==> src/logic/alc_pkg.sv <==
package alc_pkg;
    localparam int ALC_ENTRIES = 16;
    localparam int ALC_IDX_W = 4;
    localparam int ALC_TAG_W = 32;
    localparam int ALC_ST_W = 4;
    localparam int ALC_PTR_W = 12;
    localparam int ALC_RES_ST_LSB = 8;
    localparam int ALC_RES_HIT_BIT = 7;
    localparam int ALC_RES_IDX_LSB = 3;
    localparam int ALC_PTR_IDX_LSB = 6;
    localparam int ALC_PTR_CONST_LSB = 10;
    // Pointer load delay, counted in cycles after the lookup is taken
    localparam int ALC_PTR_DELAY = 3;

    typedef enum logic [2:0] {
        ALC_OP_NONE = 3'h0,
        ALC_OP_LOOKUP = 3'h1,
        ALC_OP_WRITE = 3'h2,
        ALC_OP_WRITE_STATE = 3'h3,
        ALC_OP_READ_TAG = 3'h4,
        ALC_OP_READ_STATE = 3'h5,
        ALC_OP_CLEAR = 3'h6
    } alc_op_t;

    typedef struct packed {
        alc_op_t op;
        logic [ALC_IDX_W-1:0] entry;
        logic [ALC_TAG_W-1:0] src;
        logic [ALC_ST_W-1:0] state;
        logic ptr_load;
        logic ptr_sel;
        logic [1:0] ptr_const;
    } alc_req_t;
endpackage

==> src/logic/alc_lookup_cam.sv <==
`timescale 1ns/1ps
module alc_lookup_cam
    import alc_pkg::*;
(
    input wire logic clk_sys, // Engine clock
    input wire logic rst_n, // Engine reset, async, active low
    input wire logic req_valid, // Operation issued this cycle
    input wire alc_req_t req, // Operation and operands
    output logic res_valid_q, // Result word valid, one cycle
    output logic [ALC_TAG_W-1:0] res_data_q, // Result for the target register
    output logic [ALC_PTR_W-1:0] ptr0_q, // Local memory pointer 0
    output logic [ALC_PTR_W-1:0] ptr1_q, // Local memory pointer 1
    output logic ptr_upd_q // Pointer update became usable, one cycle
);
    // Storage has no reset: contents are defined only by software clear or writes
    logic [ALC_TAG_W-1:0] tag_q [ALC_ENTRIES];
    logic [ALC_ST_W-1:0] st_q [ALC_ENTRIES];
    // Usage order: slot 0 holds the least recent entry, slot 15 the most recent
    logic [ALC_IDX_W-1:0] ord_q [ALC_ENTRIES];
    // Flat copy of the usage order, so checks can compare the whole list at once
    wire [ALC_ENTRIES*ALC_IDX_W-1:0] ord_flat;

    wire is_lookup = req_valid && req.op == ALC_OP_LOOKUP;
    wire is_write = req_valid && req.op == ALC_OP_WRITE;
    wire is_wstate = req_valid && req.op == ALC_OP_WRITE_STATE;
    wire is_rtag = req_valid && req.op == ALC_OP_READ_TAG;
    wire is_rstate = req_valid && req.op == ALC_OP_READ_STATE;
    wire is_clear = req_valid && req.op == ALC_OP_CLEAR;

    logic [ALC_ENTRIES-1:0] match;
    genvar g;
    generate
        for (g = 0; g < ALC_ENTRIES; g++) begin : g_cmp
            assign match[g] = tag_q[g] == req.src;
        end
    endgenerate

    logic [ALC_IDX_W-1:0] hit_idx;
    always_comb begin
        hit_idx = '0;
        for (int i = 0; i < ALC_ENTRIES; i++) begin
            if (match[i]) begin
                hit_idx = ALC_IDX_W'(i);
            end
        end
    end

    wire hit = |match;
    wire [ALC_IDX_W-1:0] res_idx = hit ? hit_idx : ord_q[0];
    wire [ALC_ST_W-1:0] res_st = hit ? st_q[hit_idx] : '0;
    wire [ALC_TAG_W-1:0] lookup_word = {20'h0_0000, res_st, hit, res_idx, 3'h0};
    wire [ALC_TAG_W-1:0] rstate_word = {20'h0_0000, st_q[req.entry], 8'h00};
    wire [ALC_TAG_W-1:0] res_d = is_lookup ? lookup_word :
                                 is_rtag ? tag_q[req.entry] :
                                 is_rstate ? rstate_word : '0;
    wire res_v_d = is_lookup || is_rtag || is_rstate;

    // Entry to promote to most recent: a hit, or a full write
    wire promote = (is_lookup && hit) || is_write;
    wire [ALC_IDX_W-1:0] prom_idx = is_write ? req.entry : hit_idx;
    logic [ALC_IDX_W-1:0] prom_pos;
    always_comb begin
        prom_pos = '0;
        for (int i = 0; i < ALC_ENTRIES; i++) begin
            if (ord_q[i] == prom_idx) begin
                prom_pos = ALC_IDX_W'(i);
            end
        end
    end

    generate
        for (g = 0; g < ALC_ENTRIES; g++) begin : g_ent
            wire [ALC_IDX_W-1:0] pos = ALC_IDX_W'(g);
            assign ord_flat[g*ALC_IDX_W +: ALC_IDX_W] = ord_q[g];
            wire [ALC_IDX_W-1:0] ord_d = (g == ALC_ENTRIES - 1) ? prom_idx :
                                         (pos >= prom_pos) ? ord_q[g + 1 < ALC_ENTRIES ? g + 1 : g]
                                                           : ord_q[g];
            always_ff @(posedge clk_sys) begin
                if (is_clear) begin
                    tag_q[g] <= '0;
                    st_q[g] <= '0;
                    ord_q[g] <= pos;
                end else begin
                    if (is_write && req.entry == pos) begin
                        tag_q[g] <= req.src;
                    end
                    if ((is_write || is_wstate) && req.entry == pos) begin
                        st_q[g] <= req.state;
                    end
                    if (promote) begin
                        ord_q[g] <= ord_d;
                    end
                end
            end
        end
    endgenerate

    // Pointer value goes through a delay line matching the control-register write path
    wire [ALC_PTR_W-1:0] ptr_val = {req.ptr_const, res_idx, 6'h00};
    logic [ALC_PTR_DELAY-1:0] pd_v_q;
    logic [ALC_PTR_DELAY-1:0] pd_sel_q;
    logic [ALC_PTR_W-1:0] pd_val_q [ALC_PTR_DELAY];
    wire ld_now = pd_v_q[ALC_PTR_DELAY-1];
    wire [ALC_PTR_W-1:0] ld_val = pd_val_q[ALC_PTR_DELAY-1];

    always_ff @(posedge clk_sys or negedge rst_n) begin
        if (!rst_n) begin
            pd_v_q <= '0;
            pd_sel_q <= '0;
        end else begin
            pd_v_q <= {pd_v_q[ALC_PTR_DELAY-2:0], is_lookup && req.ptr_load};
            pd_sel_q <= {pd_sel_q[ALC_PTR_DELAY-2:0], req.ptr_sel};
        end
    end

    always_ff @(posedge clk_sys) begin
        pd_val_q[0] <= ptr_val;
        for (int i = 1; i < ALC_PTR_DELAY; i++) begin
            pd_val_q[i] <= pd_val_q[i-1];
        end
    end

    always_ff @(posedge clk_sys or negedge rst_n) begin
        if (!rst_n) begin
            res_valid_q <= 1'b0;
            res_data_q <= '0;
            ptr0_q <= '0;
            ptr1_q <= '0;
            ptr_upd_q <= 1'b0;
        end else begin
            res_valid_q <= res_v_d;
            res_data_q <= res_d;
            ptr_upd_q <= ld_now;
            if (ld_now && !pd_sel_q[ALC_PTR_DELAY-1]) begin
                ptr0_q <= ld_val;
            end
            if (ld_now && pd_sel_q[ALC_PTR_DELAY-1]) begin
                ptr1_q <= ld_val;
            end
        end
    end
endmodule // alc_lookup_cam

==> config.mk <==
export PLATFORM = sky130hd
export DESIGN_NAME = alc_lookup_cam
export DESIGN_NICKNAME = d
export VERILOG_FILES = /design/src/logic/alc_pkg.sv /design/src/logic/alc_lookup_cam.sv
export SDC_FILE = /design/constraint.sdc
export NUM_CORES = 1
export LEC_CHECK = 0
export ABC_AREA = 1
export BUFFER_PORTS_ARGS = -buffer_cell sky130_fd_sc_hd__buf_2
export CAP_MARGIN = 20
export CORE_ASPECT_RATIO = 1.4
export CORE_MARGIN = 4
export CORE_UTILIZATION = 35
export CTS_CLUSTER_SIZE = 25
export DETAILED_ROUTE_END_ITERATION = 10
export PLACE_DENSITY = 0.59
export SYNTH_ARGS = -nofsm -noshare
export SYNTH_HDL_FRONTEND = slang
export SYNTH_SLANG_ARGS = --single-unit
==> constraint.sdc <==
create_clock -name clk_sys -period 4.4 [get_ports clk_sys]
set_input_delay 0.44 -clock clk_sys [delete_from_list [all_inputs] [get_ports clk_sys]]
set_output_delay 0.44 -clock clk_sys [all_outputs]
set_load 0.01 [all_outputs]
==> results of run 1 <==
[per-stage QoR]
step                std cells  cell area [um2]  TNS (ns)
global placement         5604            41800    -13.97
global route             5759            44900     -2.38
CTS                      5747            44500         0
detailed placement       5605            41800    -11.23
floorplan                3968            37800         0
finish                   5762            44900         0
[layer usage]
layer	GRT usage [%]	share of wire [%]	wire length, um
met1	28.3	35	51900
met2	43.2	48	71300
met3	4.63	7.5	11200
met4	19.4	9.2	13600
met5	0	0.022	32
[flip-flops by register name, indices dropped and copies added, names as in the netlist]
name,flops
tag_q,512
st_q,64
pd_sel_q,3
res_data_q,32
ptr1_q,6
res_valid_q,1
ptr0_q,6
ptr_upd_q,1
pd_v_q,3
ord_q,64
pd_val_q,18
[power by group through the flow]
stage	combinational (uW)	clock, uW	sequential [uW]
floorplan	1010	0	7760
global placement	1790	0	7780
detailed placement	1800	0	7790
CTS	1810	6760	7640
global route	1960	7030	7660
finish	1860	6670	7650
[worst paths after layout]
path,slack (ns),to,startpoint,depth (start not counted)
max,0.19,ord_q[0][1],tag_q[9][29],25
min reg2reg,0.32,pd_val_q[0][23],pd_val_q[0][11],0
min in group asynchronous,0.46,res_data_q[2],rst_n,2
max reg2reg,0.19,ord_q[0][1],tag_q[9][29],25
max in group asynchronous,3.34,res_data_q[26],rst_n,2
min,0.20,res_valid_q,req[45],4
[cell type report]
| cell class | instances | area (um2) | area share (%) |
|---|---|---|---|
| multi-input combinational | 2693 | 14700 | 32.7 |
| sequential | 710 | 20900 | 46.5 |
| antenna | 5 | 12.5 | 0.0279 |
| timing repair buffer | 503 | 3910 | 8.70 |
| inverter | 274 | 1040 | 2.31 |
| tap | 1440 | 1800 | 4.02 |
| clock buffer | 109 | 2320 | 5.16 |
| clock inverter | 28 | 241 | 0.538 |
[worst max-delay path, stage by stage, from the launching register on]
cell      delay [ns]
edfxtp_1        0.40
xnor2_1         0.19
nand2_1         0.11
nor4_1          0.36
buf_4           0.23
nand4_1         0.30
nand2_1         0.23
nor2_4          0.06
nand2_4         0.07
nand2_2         0.08
nand2_8         0.15
buf_4           0.15
xor2_1          0.06
a21oi_1         0.10
o21ai_0         0.09
a21oi_1         0.11
o21ai_1         0.07
a21oi_1         0.10
o21ai_1         0.09
nand2_1         0.12
nor2_2          0.06
o21a_1          0.13
nor2_4          0.16
nand4_1         0.15
o21ai_2         0.20
buf_6           0.13
[cells by family after synthesis]
| logic type | count (synthesis) | share of synthesized area (%) |
|---|---|---|
| and+or+nand+nor | 1755 | 19.3 |
| AOI/OAI and AO/OA | 567 | 10.1 |
| DFF | 710 | 55.3 |
| other | 1 | 0.00993 |
| buffers and inverters | 565 | 7.01 |
| xor gates and xnor gates | 359 | 8.36 |
[cells in the mapped netlist, drive strengths merged]
cell	n
nor2	799
nand2	676
edfxtp	640
inv	272
xnor2	239
a22oi	236
clkbuf	166
buf	125
xor2	120
a21oi	118
o21ai	103
nand4	72
nand3	71
or2	64
dfrtp	52
nor4	34
o22ai	33
nor3	31
dfxtp	18
o221ai	15
o2111ai	13
o41a	11
a41oi	8
a31oi	7
a211oi	4
a311o	3
and2	3
nand3b	3
o21a	3
o41ai	3
a21boi	2
a21o	2
clkinv	2
o211ai	2
o31ai	2
a211o	1
a311oi	1
and3	1
conb	1
nor3b	1
[what timing repair did]
action                                 4_1_cts  5_1_grt
buffers inserted                             0       11
setup endpoints to repair                    1       55
gates resized for setup                      1       70
pin swaps                                    0       33
gates cloned                                 0        1
endpoints found under the hold margin       56        0
hold buffers                                 5        0
==> run summary, run 1 <==
=================================================================================
Source-to-sink clock delay at the later pin of the worst-skew pair        0.67 ns
Die height                                                                 397 um
Required arrival time at the worst endpoint                               4.79 ns
Overflow left after global routing                                              0
Average detailed-routed wire length per instance                          25.7 um
Number of global-route vias before repair                                   30800
DRC                                                                             0
FF+latch count, synth                                                         710
Area leader, netlist                                                     edfxtp_1
Share of total power consumed by net switching                              25.5%
Combined global-route utilization of all metal layers                       25.4%
Worst slew margin                                                           22.4%
Clock slew at reported path FFs                                           0.06 ns
# setup viols final                                                             0
Power density cells                                                    361 mW/mm2
Worst slack after detailed placement                                    -0.305 ns
First-pass iteration count of the detailed router                               6
Setup slack after layout                                                 0.186 ns
Share of post-route cells with drive strength above 1                       19.0%
Clock Skews                                                             0.0288 ns
Share of the core filled with cells in the final layout                     41.9%
Power share of the sequential group                                         47.3%
ANT nets after route                                                            0
TritonCTS clock tree                                                          yes
Clock Path Buffers                                                              3
Maximum frequency from static timing analysis                             237 MHz
Switching power of the nets                                               4130 uW
Clock sink total                                                              710
Pin count of the biggest net entering global routing                          127
Worst Path Max Fanout                                                          11
Final Hold Fails                                                                0
Post-synthesis cell area                                               0.0378 mm2
Combinational fraction of design power                                      11.5%
Post-synthesis to final-layout area growth                                  18.8%
Crit path capture type                                                  flip-flop
Run status                                                           complete, no violations
Sum of internal, switching and leakage power                             16200 uW
Classification of the worst-slack hold path                          input port to flip-flop
Sequential cell area fraction in the yosys report                           55.3%
Most frequent cells in the layout                                    nor2_1, edfxtp_1, nand2_1
Global-route wire length before repair                                  210000 um
Worst slew pin tran                                                       1.16 ns
Initial cell density of the core                                            35.3%
Internal power component                                                 12100 uW
Setup repair after global routing missed its margin                          true
Launching element type of the critical path                             flip-flop
CTS root buffer                                                         clkbuf_16
Synth warn                                                                      0
Number of vias in the routed layout                                         31300
Most common cell after layout, fill and taps aside                         nor2_1
Number of top-level design ports                                              108
TritonCTS Buffers                                                              76
Horiz. Die Dim                                                             286 um
Worst Setup Path Type                                                flip-flop to flip-flop
Crit path DAT                                                             4.60 ns
GP Congestion                                                                1.03
Number of antenna violations at the first check in global routing              13
FILL cells                                                                  10400
Final worst path period need                                              4.21 ns
Routed Wire Length                                                      148000 um
Quantity of I/O buffers inserted on ports                                      95
Synthesized area per cell                                                9.55 um2
Share of Yosys cell area claimed by the top area cell type                  50.9%
Routed vias/inst                                                             5.43
Final cycle utilization of the critical path                                95.8%
Count of standard-cell rows                                                   142
H-tree Lvls                                                                     3
Number of pins with negative max-slew slack in the final report                 0
Estimated wirelength of the detail-placed design                        104000 um
Die ar.                                                                 0.113 mm2
Std-Cell Core Area                                                      0.107 mm2
Top cells by area in the synthesized netlist                         edfxtp_1, nor2_1, nand2_1
Fin nets                                                                     4308
Distinct cell type count of the synthesized netlist                            60
Total of max-cap violations                                                     0
Worst VDD drop                                                         0.000297 V
Worst hold margin                                                        0.200 ns
Gate Count Post-Synth                                                        3957
Static leakage                                                          0.0174 uW
Initial DRC count                                                            3532
Clock network fraction of design power                                      41.3%
=================================================================================
(Power assumes the default switching activity.)
==> inputs of run 2 (changes only) <==
--- a/config.mk
+++ b/config.mk
@@ -5,7 +5,6 @@
 export SDC_FILE = /design/constraint.sdc
 export NUM_CORES = 1
 export LEC_CHECK = 0
-export ABC_AREA = 1
 export BUFFER_PORTS_ARGS = -buffer_cell sky130_fd_sc_hd__buf_2
 export CAP_MARGIN = 20
 export CORE_ASPECT_RATIO = 1.4
==> run 2 against run 1 <==
Core utilization is 0.41 points higher. Clock power is 0.9% higher. Critical path depth is 11 lower. Synthesized area is 2.9% higher. Sequential power hardly changed. Global-route usage is 2.6 points lower.
==> run summary, run 2 <==
====================================================================================
Power density cells                                                       346 mW/mm2
Worst Setup Path Type                                                   flip-flop to flip-flop
Switching power of the nets                                                  4050 uW
Number of antenna violations at the first check in global routing                 10
Area leader, netlist                                                        edfxtp_1
Internal power component                                                    12100 uW
Launching element type of the critical path                                flip-flop
H-tree Lvls                                                                        3
Cells on Worst Hold Path                                                           2
CTS root buffer                                                            clkbuf_16
Register bank with the most flops                                              tag_q
Average detailed-routed wire length per instance                             28.5 um
FILL cells                                                                     10200
Initial DRC count                                                               2700
Count of standard-cell rows                                                      144
Clock network fraction of design power                                         41.7%
Initial cell density of the core                                               35.3%
Die height                                                                    402 um
DRC                                                                                0
GP Congestion                                                                  0.956
Number of standard cells in the layout, taps in and fillers out                 4736
Final cycle utilization of the critical path                                   99.5%
Sequential cell area fraction in the yosys report                              53.7%
Number of global-route vias before repair                                      25900
Routed vias/inst                                                                5.37
Number of vias in the routed layout                                            25500
Worst R2R Path Depth                                                              14
Clock slew at reported path FFs                                              0.06 ns
Fin nets                                                                        3261
Total of max-cap violations                                                        0
ANT nets after route                                                               0
Routed Wire Length                                                         135000 um
Worst slew margin                                                              43.6%
Share of total power consumed by net switching                                 25.1%
Run status                                                              complete, no violations
First-pass iteration count of the detailed router                                  5
Total cell area at the placement stage                                    0.0435 mm2
Clock Path Buffers                                                                 3
Synthesized area per cell                                                   13.4 um2
TritonCTS Buffers                                                                 75
Worst Path Max Fanout                                                              7
Gate Count Post-Synth                                                           2894
Quantity of I/O buffers inserted on ports                                         95
Synth warn                                                                         0
Registers with the most flip-flops                                      tag_q: 512 flops, ord_q: 64 flops, st_q: 64 flops
Post-synthesis to final-layout area growth                                     19.9%
Horiz. Die Dim                                                                290 um
TritonCTS clock tree                                                             yes
# setup viols final                                                                0
Source-to-sink clock delay at the later pin of the worst-skew pair           0.68 ns
Share of Yosys cell area claimed by the top area cell type                     49.4%
Share of the core filled with cells in the final layout                        42.3%
Worst slew pin tran                                                         0.839 ns
Number of top-level design ports                                                 108
Clock Skews                                                                0.0337 ns
Share of flip-flops with an asynchronous set or reset after synthesis          7.32%
Inst Count DP                                                                   4575
Maximum frequency from static timing analysis                                228 MHz
Power share of the sequential group                                            47.4%
Clock sink total                                                                 710
Number of flip-flops in the largest register                                     512
Sum of negative setup slack                                                     0 ns
Cell with the most instances after synthesis                                edfxtp_1
Distinct cell type count of the synthesized netlist                               72
Combinational fraction of design power                                         10.9%
Share of post-route cells with drive strength above 1                          29.0%
Combined global-route utilization of all metal layers                          22.8%
Die ar.                                                                    0.117 mm2
Post-synthesis cell area                                                  0.0389 mm2
Synth cell count leaders                                                edfxtp_1, and2_1, xor2_1, xnor2_1, mux4_2
Classification of the worst-slack hold path                             input port to flip-flop
Footprint of the multi-input gates                                        0.0170 mm2
Global-route wire length before repair                                     190000 um
Worst VDD drop                                                            0.000275 V
Std-Cell Core Area                                                         0.110 mm2
Overflow left after global routing                                                 0
Most frequent cells in the layout                                       edfxtp_1, and2_1, xor2_1
Final worst path period need                                                 4.38 ns
Number of synthesized flops with an enable pin                                   640
Crit path DAT                                                                4.72 ns
FF+latch count, synth                                                            710
Most common cell after layout, fill and taps aside                          edfxtp_1
Number of pins with negative max-slew slack in the final report                    0
Crit path capture type                                                     flip-flop
Estimated wirelength of the detail-placed design                            95400 um
Total non-filler cell area in the finished layout                         0.0466 mm2
Setup repair after global routing missed its margin                             true
Final Hold Fails                                                                   0
Static leakage                                                             0.0155 uW
FF/Latch Area                                                             0.0209 mm2
Top cells by area in the synthesized netlist                            edfxtp_1, mux4_2, and2_1
Pin count of the biggest net entering global routing                              92
Required arrival time at the worst endpoint                                  4.74 ns
Main synth FF type                                                          edfxtp_1
====================================================================================
==> run 2: changes by cell type after synthesis, sizes merged, moves of 53 or more <==
cell	before	now
a22oi	236	0
mux4	0	184
inv	272	5
nor4	34	97
a21oi	118	15
and2	3	554
and3	1	54
o21ai	103	30
nand2	676	53
nand3	71	14
nor2	799	47
xor2	120	358
==> run 2: power groups by stage <==
stage | clock (uW) | combinational [uW] | sequential, uW
after floorplan | 0 | 914 | 7760
after CTS | 6840 | 1740 | 7650
after global placement | 0 | 1700 | 7790
after global routing | 7080 | 1840 | 7670
final | 6730 | 1760 | 7650
after detailed placement | 0 | 1700 | 7790
==> run 2: path summary, 6_finish.rpt <==
kind,endpoint,from,slack (ns)
setup / recovery,ord_q[0][10],tag_q[11][29],0.02
hold / removal,res_valid_q,req[46],0.08
setup reg to reg,ord_q[0][10],tag_q[11][29],0.02
hold reg to reg,pd_val_q[0][35],pd_val_q[0][23],0.32
max in group asynchronous,res_data_q[0],rst_n,3.24
min in group asynchronous,ptr_upd_q,rst_n,0.17
==> run 2: metrics by stage <==
stage / total power [uW] / setup WS [ns] / hold slack (ns)
4_1_cts: 16200 / 0.00310 / 0.0377
5_1_grt: 16600 / -0.0687 / 0.0862
6_report: 16100 / 0.0216 / 0.0801
3_3_place_gp: 9490 / -0.720 / 0.311
2_1_floorplan: 8680 / 0.00659 / 0.144
3_5_place_dp: 9490 / -0.738 / 0.307
==> run 2: layout make-up <==
| cell class | count | share of cell area, % |
|---|---|---|
| inverters | 5 | 0.0483 |
| clock buffers | 94 | 4.45 |
| flip-flops and latches | 710 | 44.8 |
| diodes | 5 | 0.0268 |
| multi-input cells | 1909 | 36.5 |
| well taps | 1460 | 3.92 |
| clock inverters | 43 | 0.982 |
| repair buffers | 510 | 9.27 |
==> run 2: metal layers <==
metal	wire, um	up-vias	track usage, %
met4	9030	4	12.7
li1	-	11000	-
met5	12	-	0
met2	66200	1137	38.3
met3	9540	288	3.62
met1	50200	13000	28.0
==> run 2: repair_timing <==
item,CTS,global route
setup buffers,7,9
pin swaps,11,19
hold buffers,4,0
gates resized for setup,28,45
endpoints found under the setup margin,48,48
hold endpoints to repair,8,0
==> run 2: logic make-up (layout without fill, tap and decap cells) <==
family	count (synthesis)	after routing	share of synthesized area [%]
simple gates	995	995	15.4
buf+inv	286	652	4.19
mux	225	225	11.8
xor+xnor	566	566	12.7
flops	710	710	53.7
other cells	1	17	0.00964
compound gates	111	111	2.17
==> run 2: worst max-delay path: stages, from the launching register on <==
cell	delay, ns
edfxtp_1	0.41
xor2_1	0.19
nor4_1	0.75
nand4_1	0.28
o211ai_1	0.29
o2111a_2	0.34
nor2_4	0.06
buf_12	0.13
buf_8	0.14
xor2_2	0.15
a41oi_2	0.28
nand3b_4	0.12
o41a_1	0.45
nand2b_4	0.22
a31oi_4	0.23
